===== src/pfd_pkg.sv =====
package pfd_pkg;

    // ==========================================================
    // Register map
    // ==========================================================
    localparam int AXI_ADDR_W = 8;
    localparam logic [7:0] DIV_CFG_ADDR = 8'h00;
    localparam logic [7:0] FB_DIV_ADDR = 8'h04;
    localparam logic [7:0] STATUS_ADDR = 8'h08;
    localparam logic [1:0] RESP_OKAY = 2'h0;
    localparam logic [1:0] RESP_SLVERR = 2'h2;

    // ==========================================================
    // Reset values and implemented-bit masks
    // ==========================================================
    localparam logic [15:0] DIV_CFG_RESET = 16'h3040;
    localparam logic [15:0] DIV_CFG_MASK = 16'hFFDF;
    localparam logic [15:0] FB_DIV_RESET = 16'h0030;
    localparam logic [15:0] FB_DIV_MASK = 16'h01FF;

    // ==========================================================
    // Field positions
    // ==========================================================
    localparam int ROI_BIT = 15;
    localparam int RATIO_A_LSB = 12;
    localparam int RATIO_A_ENABLE_BIT = 11;
    localparam int FRC_LSB = 8;
    localparam int POST_LSB = 6;
    localparam int PRE_LSB = 0;
    localparam int FB_LSB = 0;
    localparam int STATUS_ACTIVE_BIT = 8;

    // ==========================================================
    // Divider values
    // ==========================================================
    localparam int DIV_W = 9;
    localparam logic [DIV_W-1:0] DIV_BY_ONE = 9'h001;
    localparam logic [DIV_W-1:0] FRC_TOP_DIV = 9'h100;
    localparam logic [2:0] FRC_TOP_CODE = 3'h7;
    localparam logic [9:0] PLL_TERM_OFFSET = 10'h002;
    localparam logic [3:0] POST_DIV_0 = 4'h2;
    localparam logic [3:0] POST_DIV_1 = 4'h4;
    localparam logic [3:0] POST_DIV_RSV = 4'h4;
    localparam logic [3:0] POST_DIV_3 = 4'h8;
    localparam logic [DIV_W-1:0] RATIO_A_R0 = 9'h001;
    localparam logic [DIV_W-1:0] RATIO_A_R1 = 9'h002;
    localparam logic [DIV_W-1:0] RATIO_A_R2 = 9'h004;
    localparam logic [DIV_W-1:0] RATIO_A_R3 = 9'h008;
    localparam logic [DIV_W-1:0] RATIO_A_R4 = 9'h010;
    localparam logic [DIV_W-1:0] RATIO_A_R5 = 9'h003;
    localparam logic [DIV_W-1:0] RATIO_A_R6 = 9'h006;
    localparam logic [DIV_W-1:0] RATIO_A_R7 = 9'h001;

endpackage


===== src/pfd_config.sv =====
// Operation
// - The internal RC postscaler code divides the RC clock by 1 to 64 in powers of two, top code by 256, reset code divide by one.
// - The feedback multiplier field in bits 8 to 0 sets a multiplier of its value plus two, from 2 to 513.
// - After reset the feedback multiplier field holds 000110000, a multiplier of 50.
// - Bits 15 to 9 of the feedback register and bit 5 of the divider register read zero and ignore writes.
// - While ratio_a enable is clear the processor to peripheral clock ratio is forced to 1:1.
// - Hardware clears ratio_a enable when recover on interrupt is set and an interrupt occurs.
//
// Register access over AXI4-Lite and the register offsets were left to the implementer.
`timescale 1ns/1ps

module pfd_config
    import pfd_pkg::*;
(
    // Clock and reset
    input wire logic sys_clk,
    input wire logic reset,
    // AXI4-Lite write address and data
    input wire logic [AXI_ADDR_W-1:0] s_axi_awaddr,
    input wire logic [2:0] s_axi_awprot,
    input wire logic s_axi_awvalid,
    output logic s_axi_awready,
    input wire logic [31:0] s_axi_wdata,
    input wire logic [3:0] s_axi_wstrb,
    input wire logic s_axi_wvalid,
    output logic s_axi_wready,
    // AXI4-Lite write response
    output logic [1:0] s_axi_bresp,
    output logic s_axi_bvalid,
    input wire logic s_axi_bready,
    // AXI4-Lite read
    input wire logic [AXI_ADDR_W-1:0] s_axi_araddr,
    input wire logic [2:0] s_axi_arprot,
    input wire logic s_axi_arvalid,
    output logic s_axi_arready,
    output logic [31:0] s_axi_rdata,
    output logic [1:0] s_axi_rresp,
    output logic s_axi_rvalid,
    input wire logic s_axi_rready,
    // Interrupt event from the interrupt controller, same clock
    input wire logic interruptEvent,
    // Divided clock enables and the ratio_a active flag
    output logic fastInternalRcTick,
    output logic cpuTick,
    output logic dozeActive,
    // PLL division terms
    output logic [5:0] prescaleTerm,
    output logic [3:0] postscaleTerm,
    output logic [9:0] pllFeedbackMultiplier
);

    // ==========================================================
    // Bus handshake state
    // ==========================================================
    logic awReady_reg, awReady_next;
    logic wReady_reg, wReady_next;
    logic arReady_reg, arReady_next;
    logic bValid_reg, bValid_next;
    logic rValid_reg, rValid_next;
    logic [1:0] bResp_reg, bResp_next;
    logic [1:0] rResp_reg, rResp_next;
    logic [31:0] rData_reg, rData_next;
    logic [AXI_ADDR_W-1:0] wAddr_reg, wAddr_next;
    logic [31:0] wData_reg, wData_next;
    logic [3:0] wStrb_reg, wStrb_next;
    logic doWrite;
    logic [31:0] readWord;
    logic readHit;

    logic [15:0] divCfg_reg, divCfg_next;
    logic [15:0] fbDiv_reg, fbDiv_next;
    logic dozeActive_reg, dozeActive_next;
    logic [5:0] prescale_reg, prescale_next;
    logic [3:0] postscale_reg, postscale_next;
    logic [9:0] multiplier_reg, multiplier_next;
    logic [DIV_W-1:0] frcDivisor;
    logic [DIV_W-1:0] dozeRatio;
    logic [DIV_W-1:0] cpuDivisor;

    function automatic logic [15:0] mergeBytes(input logic [15:0] old, input logic [31:0] data,
                                               input logic [3:0] strb);
        logic [15:0] result;
        result = old;
        if (strb[0]) begin
            result[7:0] = data[7:0];
        end
        if (strb[1]) begin
            result[15:8] = data[15:8];
        end
        return result;
    endfunction

    // Both halves of a write must be held before it lands; the response follows.
    assign doWrite = !awReady_reg && !wReady_reg && !bValid_reg;

    always_comb begin
        readHit = 1'b1;
        unique case (s_axi_araddr)
            DIV_CFG_ADDR: readWord = {16'h0000, divCfg_reg};
            FB_DIV_ADDR: readWord = {16'h0000, fbDiv_reg};
            STATUS_ADDR: readWord = {23'h000000, dozeActive_reg, 3'h0, cpuDivisor[4:0]};
            default: begin
                readWord = 32'h00000000;
                readHit = 1'b0;
            end
        endcase
    end

    always_comb begin
        awReady_next = awReady_reg;
        wReady_next = wReady_reg;
        arReady_next = arReady_reg;
        bValid_next = bValid_reg;
        rValid_next = rValid_reg;
        bResp_next = bResp_reg;
        rResp_next = rResp_reg;
        rData_next = rData_reg;
        wAddr_next = wAddr_reg;
        wData_next = wData_reg;
        wStrb_next = wStrb_reg;
        if (awReady_reg && s_axi_awvalid) begin
            awReady_next = 1'b0;
            wAddr_next = s_axi_awaddr;
        end
        if (wReady_reg && s_axi_wvalid) begin
            wReady_next = 1'b0;
            wData_next = s_axi_wdata;
            wStrb_next = s_axi_wstrb;
        end
        if (doWrite) begin
            bValid_next = 1'b1;
            bResp_next = (wAddr_reg == DIV_CFG_ADDR || wAddr_reg == FB_DIV_ADDR ||
                          wAddr_reg == STATUS_ADDR) ? RESP_OKAY : RESP_SLVERR;
        end
        if (bValid_reg && s_axi_bready) begin
            bValid_next = 1'b0;
            awReady_next = 1'b1;
            wReady_next = 1'b1;
        end
        if (arReady_reg && s_axi_arvalid) begin
            arReady_next = 1'b0;
            rValid_next = 1'b1;
            rData_next = readWord;
            rResp_next = readHit ? RESP_OKAY : RESP_SLVERR;
        end
        if (rValid_reg && s_axi_rready) begin
            rValid_next = 1'b0;
            arReady_next = 1'b1;
        end
    end

    always_ff @(posedge sys_clk) begin
        if (reset) begin
            awReady_reg <= 1'b1;
            wReady_reg <= 1'b1;
            arReady_reg <= 1'b1;
            bValid_reg <= 1'b0;
            rValid_reg <= 1'b0;
            bResp_reg <= RESP_OKAY;
            rResp_reg <= RESP_OKAY;
            rData_reg <= 32'h00000000;
            wAddr_reg <= '0;
            wData_reg <= 32'h00000000;
            wStrb_reg <= 4'h0;
        end else begin
            awReady_reg <= awReady_next;
            wReady_reg <= wReady_next;
            arReady_reg <= arReady_next;
            bValid_reg <= bValid_next;
            rValid_reg <= rValid_next;
            bResp_reg <= bResp_next;
            rResp_reg <= rResp_next;
            rData_reg <= rData_next;
            wAddr_reg <= wAddr_next;
            wData_reg <= wData_next;
            wStrb_reg <= wStrb_next;
        end
    end

    assign s_axi_awready = awReady_reg;
    assign s_axi_wready = wReady_reg;
    assign s_axi_arready = arReady_reg;
    assign s_axi_bvalid = bValid_reg;
    assign s_axi_bresp = bResp_reg;
    assign s_axi_rvalid = rValid_reg;
    assign s_axi_rresp = rResp_reg;
    assign s_axi_rdata = rData_reg;

    // ==========================================================
    // Configuration registers
    // ==========================================================
    // The interrupt clear is applied after the write so that an interrupt in the
    // same cycle as a software write of the enable is never lost.
    always_comb begin
        divCfg_next = divCfg_reg;
        fbDiv_next = fbDiv_reg;
        if (doWrite && wAddr_reg == DIV_CFG_ADDR) begin
            divCfg_next = mergeBytes(divCfg_reg, wData_reg, wStrb_reg) & DIV_CFG_MASK;
        end
        if (doWrite && wAddr_reg == FB_DIV_ADDR) begin
            fbDiv_next = mergeBytes(fbDiv_reg, wData_reg, wStrb_reg) & FB_DIV_MASK;
        end
        if (divCfg_reg[ROI_BIT] && interruptEvent) begin
            divCfg_next[RATIO_A_ENABLE_BIT] = 1'b0;
        end
    end

    always_ff @(posedge sys_clk) begin
        if (reset) begin
            divCfg_reg <= DIV_CFG_RESET;
            fbDiv_reg <= FB_DIV_RESET;
        end else begin
            divCfg_reg <= divCfg_next;
            fbDiv_reg <= fbDiv_next;
        end
    end

    // ==========================================================
    // Division terms
    // ==========================================================
    always_comb begin
        unique case (divCfg_reg[FRC_LSB +: 3])
            FRC_TOP_CODE: frcDivisor = FRC_TOP_DIV;
            default: frcDivisor = DIV_BY_ONE << divCfg_reg[FRC_LSB +: 3];
        endcase
        unique case (divCfg_reg[RATIO_A_LSB +: 3])
            3'h0: dozeRatio = RATIO_A_R0;
            3'h1: dozeRatio = RATIO_A_R1;
            3'h2: dozeRatio = RATIO_A_R2;
            3'h3: dozeRatio = RATIO_A_R3;
            3'h4: dozeRatio = RATIO_A_R4;
            3'h5: dozeRatio = RATIO_A_R5;
            3'h6: dozeRatio = RATIO_A_R6;
            3'h7: dozeRatio = RATIO_A_R7;
        endcase
        unique case (divCfg_reg[POST_LSB +: 2])
            2'h0: postscale_next = POST_DIV_0;
            2'h1: postscale_next = POST_DIV_1;
            2'h2: postscale_next = POST_DIV_RSV;
            2'h3: postscale_next = POST_DIV_3;
        endcase
        // Output frequency is the input times this multiplier over both terms.
        prescale_next = 6'(divCfg_reg[PRE_LSB +: 5]) + 6'(PLL_TERM_OFFSET);
        multiplier_next = 10'(fbDiv_reg[FB_LSB +: 9]) + PLL_TERM_OFFSET;
        dozeActive_next = divCfg_reg[RATIO_A_ENABLE_BIT];
        cpuDivisor = dozeActive_reg ? dozeRatio : DIV_BY_ONE;
    end

    always_ff @(posedge sys_clk) begin
        if (reset) begin
            dozeActive_reg <= 1'b0;
            prescale_reg <= 6'(DIV_CFG_RESET[PRE_LSB +: 5]) + 6'(PLL_TERM_OFFSET);
            postscale_reg <= POST_DIV_1;
            multiplier_reg <= 10'(FB_DIV_RESET[FB_LSB +: 9]) + PLL_TERM_OFFSET;
        end else begin
            dozeActive_reg <= dozeActive_next;
            prescale_reg <= prescale_next;
            postscale_reg <= postscale_next;
            multiplier_reg <= multiplier_next;
        end
    end

    assign dozeActive = dozeActive_reg;
    assign prescaleTerm = prescale_reg;
    assign postscaleTerm = postscale_reg;
    assign pllFeedbackMultiplier = multiplier_reg;

    // ==========================================================
    // Clock enable dividers
    // ==========================================================
    // The RC clock is modelled as the system clock; only its enable is divided.
    pfd_tick_divider #(.W(DIV_W)) internal_rc_postscale (
        .sys_clk(sys_clk),
        .reset(reset),
        .divisor(frcDivisor),
        .tick(fastInternalRcTick)
    );

    pfd_tick_divider #(.W(DIV_W)) cpuDiv (
        .sys_clk(sys_clk),
        .reset(reset),
        .divisor(cpuDivisor),
        .tick(cpuTick)
    );
endmodule


===== src/pfd_tick_divider.sv =====
`timescale 1ns/1ps

module pfd_tick_divider #(
    parameter int W = 9
) (
    // Clock and reset
    input wire logic sys_clk,
    input wire logic reset,
    // Division control, at least one
    input wire logic [W-1:0] divisor,
    // One-cycle pulse every divisor cycles
    output logic tick
);

    // ==========================================================
    // Counter
    // ==========================================================
    logic [W-1:0] count_reg;
    logic [W-1:0] count_next;
    logic tick_reg;
    logic tick_next;

    // The compare is >= so that a divisor lowered mid-period ends the period at once.
    always_comb begin
        tick_next = (count_reg >= (divisor - W'(1)));
        count_next = tick_next ? '0 : count_reg + W'(1);
    end

    always_ff @(posedge sys_clk) begin
        if (reset) begin
            count_reg <= '0;
            tick_reg <= 1'b0;
        end else begin
            count_reg <= count_next;
            tick_reg <= tick_next;
        end
    end

    assign tick = tick_reg;

    // ==========================================================
    // Spacing check
    // ==========================================================
    logic [W-1:0] gap_reg;
    logic [W-1:0] gap_next;
    logic steady_reg;
    logic steady_next;
    logic [W-1:0] divPrev_reg;

    always_comb begin
        gap_next = tick_reg ? W'(1) : gap_reg + W'(1);
        steady_next = tick_reg ? 1'b1 : (steady_reg && (divisor == divPrev_reg));
    end

    always_ff @(posedge sys_clk) begin
        if (reset) begin
            gap_reg <= '0;
            steady_reg <= 1'b0;
            divPrev_reg <= '0;
        end else begin
            gap_reg <= gap_next;
            steady_reg <= steady_next;
            divPrev_reg <= divisor;
        end
    end
endmodule


===== config.mk =====
export PLATFORM = sky130hd
export DESIGN_NAME = pfd_config
export DESIGN_NICKNAME = d
export VERILOG_FILES = /design/src/pfd_pkg.sv /design/src/pfd_config.sv /design/src/pfd_tick_divider.sv
export SDC_FILE = /design/constraint.sdc
export NUM_CORES = 1
export LEC_CHECK = 0
export BUFFER_PORTS_ARGS = -buffer_cell sky130_fd_sc_hd__buf_4
export CORE_AREA = 3 3 104 106
export DETAILED_ROUTE_END_ITERATION = 10
export DIE_AREA = 0 0 107 109
export HOLD_SLACK_MARGIN = 0.08
export PLACE_DENSITY = 0.75
export SKIP_CTS_REPAIR_TIMING = 1
export SLEW_MARGIN = 20
export SYNTH_ARGS = -nofsm -noshare
export SYNTH_HDL_FRONTEND = slang
export SYNTH_SLANG_ARGS = --single-unit

===== constraint.sdc =====
create_clock -name sys_clk -period 3.5 [get_ports sys_clk]
set_clock_uncertainty 0.05 [all_clocks]
set_input_delay 0.175 -clock sys_clk [delete_from_list [all_inputs] [get_ports sys_clk]]
set_output_delay 0.175 -clock sys_clk [all_outputs]
set_load 0.02 [all_outputs]

==> flow_summary.toml <==
[setup_path]
cp_data_required_time_ps = 3900
critical_path.cell_chain = "or3_1 -> ha_1 -> xor2_1 -> nor2_1 -> a21oi_1 -> ha_1 -> a21oi_1 -> o21ai_0 -> a211o_1 -> nor2_1"
critical_path.max_fanout = 9
setup.reg_to_reg.worst_slack_ps = 720
rr_startpoint = "divCfg_reg[8]"
timing.setup.critical_path_class = "reg2reg"
rr_endpoint = "internal_rc_postscale.count_reg[3]"
critical_path.slowest_cell = "or3_1"
slowest_delay_ps = 460
cp.arrival_ps = 3180
worst_setup_path_start_kind = "flip-flop"
critical_path.endpoint_type = "flip-flop"
startpoint = "divCfg_reg[8]"
r2r_cells = 10
worst-path-buf-inv = 0
path_delay_family = "compound AO/OA/AOI/OAI gates"

[global_route]
grt_pass1_wl_mm = 19.1
global_route_usage_sum_pct = 20.7
vias_in_the_first_global_route = 4105
grt-ovfl-total = 0
number_of_antenna_violations_at_the_first_check_in_global_routing = 0
largest_net_degree_at_the_start_of_global_routing = 92

[power]
power_per_cell_area_nw_per_um2 = 495
p_leak_nw = 2.83
report.power.total_mw = 3.39
ir_drop_mv = 0.335

[synth]
netlist_area_um2 = 5190
synth_area_leader_cell = "dfxtp_1"
synthesis.yosys.warnings = 0
post_synth_num_cell_types = 51
postSynth.asyncResetShare_pct = 0
flop_and_latch_count_out_of_synthesis = 118
yosys-top-cells-area = "dfxtp_1, ha_1, nand2_1"
postSynthCellCount = 580
synth_edf_count = 0
dominantRegCellSynth = "dfxtp_1"
post-synth-top-area-fraction_pct = 45.5
syn_area_per_cell_um2 = 8.96
synth-seq-area-share_pct = 45.5

[clock_tree]
cts_made_buffers = 17
cts.htree.levels = 4
path_clk_slew_ps = 50
clk_root_buffer_cell = "clkbuf_8"
cts.sink_count = 118
ctsLongestPathBuffers = 2
tritoncts_clock_tree = "done"
worst_skew_pair.late_latency_ps = 520

[sta]
finalWorstPathRequiredPeriod_ps = 2780
achievable_freq_mhz = 359
timing_hold_violations_final = 0
final-max-slew-violation-count = 0
worst_pin_slew_ps = 971
final_setup_violation_count = 0
rsz0062_at_grt = "no"
slew_headroom_pct = 34.9
setup-tns-final_ps = 0
post-route-period-util_pct = 79.6

[min_path]
whs_path_depth = 3
min-delay-start = "s_axi_araddr[2]"
whs_endpoint = "s_axi_rdata[5]"
min_path_type = "in2reg"

[floorplan]
initial_standard_cell_utilization_of_the_core_pct = 52.7
fp-row-count = 36
design.core.area_um2 = 9860
die_width_um = 107
dieArea_um2 = 11700
design.portCount = 130
chipHeight_um = 109

[place]
placedInstanceArea_um2 = 5820
number_of_buffers_added_on_ports = 86
globalplace.congestion = 0.807
hpwlAfterDp_mm = 8.00

[route]
ant_nets = 0
remaining_drc_errors = 0
detailroute.via_count = 4384
post_drt_wl_per_cell_um = 14.5
via_per_inst = 5.18
drt_pre_antenna_iters = 5
drt-initial-drc-count = 222
route.final.wire_length_mm = 12.3

[layout]
insertedDiodeCount = 0
final_area_um2 = 6860
layout.area.seq_um2 = 2360
post_layout_net_count = 797
final_layout_size_suffix_gt1_share_pct = 18.1
area_growth_pct = 32.0
fillers = 743
multi_input_comb_area_um2 = 2580

[job]
cap_violations = 0

[run_status]
status = "completed"
-- worst max path at each step --
stage                     slack [ps]  cells after the start                            endpoint
final                            720                     10  internal_rc_postscale.count_reg[3]
after CTS                        760                     10  internal_rc_postscale.count_reg[3]
after global placement           910                     10  internal_rc_postscale.count_reg[8]
after global routing             470                      9                 cpuDiv.count_reg[4]
after floorplan                  940                     12  internal_rc_postscale.count_reg[2]
after detailed placement         850                     10  internal_rc_postscale.count_reg[8]
-- worst min-delay path: cells and delay by family --
family,cells,cell delay [ps]
simple gates,1,90
compound gates,1,130
buf+inv,1,210
-- report_power, final --
group | total, mW | leakage (nW) | switching, mW | internal [mW]
clock network | 1.78 | 0.298 | 0.577 | 1.21
registers | 1.40 | 0.957 | 0.0247 | 1.37
logic | 0.215 | 1.57 | 0.116 | 0.0989
-- metrics by stage --
step | hold slack [ps] | utilization (%) | cells | worst slack, ps
finish | 83.2 | 69.5 | 846 | 716
global route | 149 | 69.5 | 846 | 467
CTS | -219 | 65.2 | 804 | 758
detailed placement | 333 | 59.0 | 773 | 849
global placement | 313 | 59.0 | 773 | 911
floorplan | 225 | - | 598 | 942
-- kinds of logic after synthesis --
group | count (synthesis) | share of synthesized area [%]
and+or+nand+nor | 223 | 20.4
AOI/OAI and AO/OA | 96 | 11.3
adders and majority gates | 30 | 7.23
muxes | 25 | 5.08
other | 1 | 0.0722
DFF | 118 | 45.5
buffers and inverters | 61 | 6.09
xor gates and xnor gates | 26 | 4.38
-- placed cells by master (no fill, tap or decap), types with 2 or more instances in the layout --
cell type,count
a21oi_1,48
a21o_1,3
and3_1,4
nand2b_1,8
a22o_1,6
buf_4,86
and2_1,2
conb_1,19
inv_1,16
o21ai_0,13
xnor2_1,10
nand2_1,77
clkinv_2,2
dlygate4sd3_1,42
clkbuf_16,16
mux2i_1,23
nor3_2,3
bufinv_16,4
o22ai_1,5
nor3_1,8
nand3_1,28
ha_1,30
a22oi_1,9
a211o_1,4
xor2_1,16
nor2b_1,12
dfxtp_1,118
nor4_2,2
nor2_1,66
a211oi_1,3
clkbuf_8,4
clkbuf_1,3
-- synth_stat cells, drive strengths merged (2+ instances only) --
library cell  number
clkbuf            20
inv               17
nand2             78
o22ai              5
mux2i             24
dfxtp            118
xnor2             10
and2               2
nor2              66
nand4              2
o21ai             13
ha                30
a22o               6
xor2              16
nor2b             12
a21o               3
nor3              12
a21oi             48
a211o              4
buf               24
and3               4
nand3             29
nor4               4
a211oi             3
nand2b             8
a22oi              9
-- routing by layer --
layer  up-vias  part of all wire, %  global-route usage, %
met5         -                    0                      0
met4         0                  1.4                   7.85
met3        15                  6.0                   6.28
met2       140                   51                   34.9
met1      2053                   42                   25.0
li1       2176                    -                      -
-- final cells by class --
type / count / share of cell area, %
Clock buffer: 23 / 6.81
Clock inverter: 8 / 2.14
Inverter: 17 / 0.931
Multi-Input combinational cell: 419 / 37.7
Sequential cell: 118 / 34.5
Tap cell: 133 / 2.43
Timing Repair Buffer: 128 / 15.6
Power figures use the tool's default switching activity.
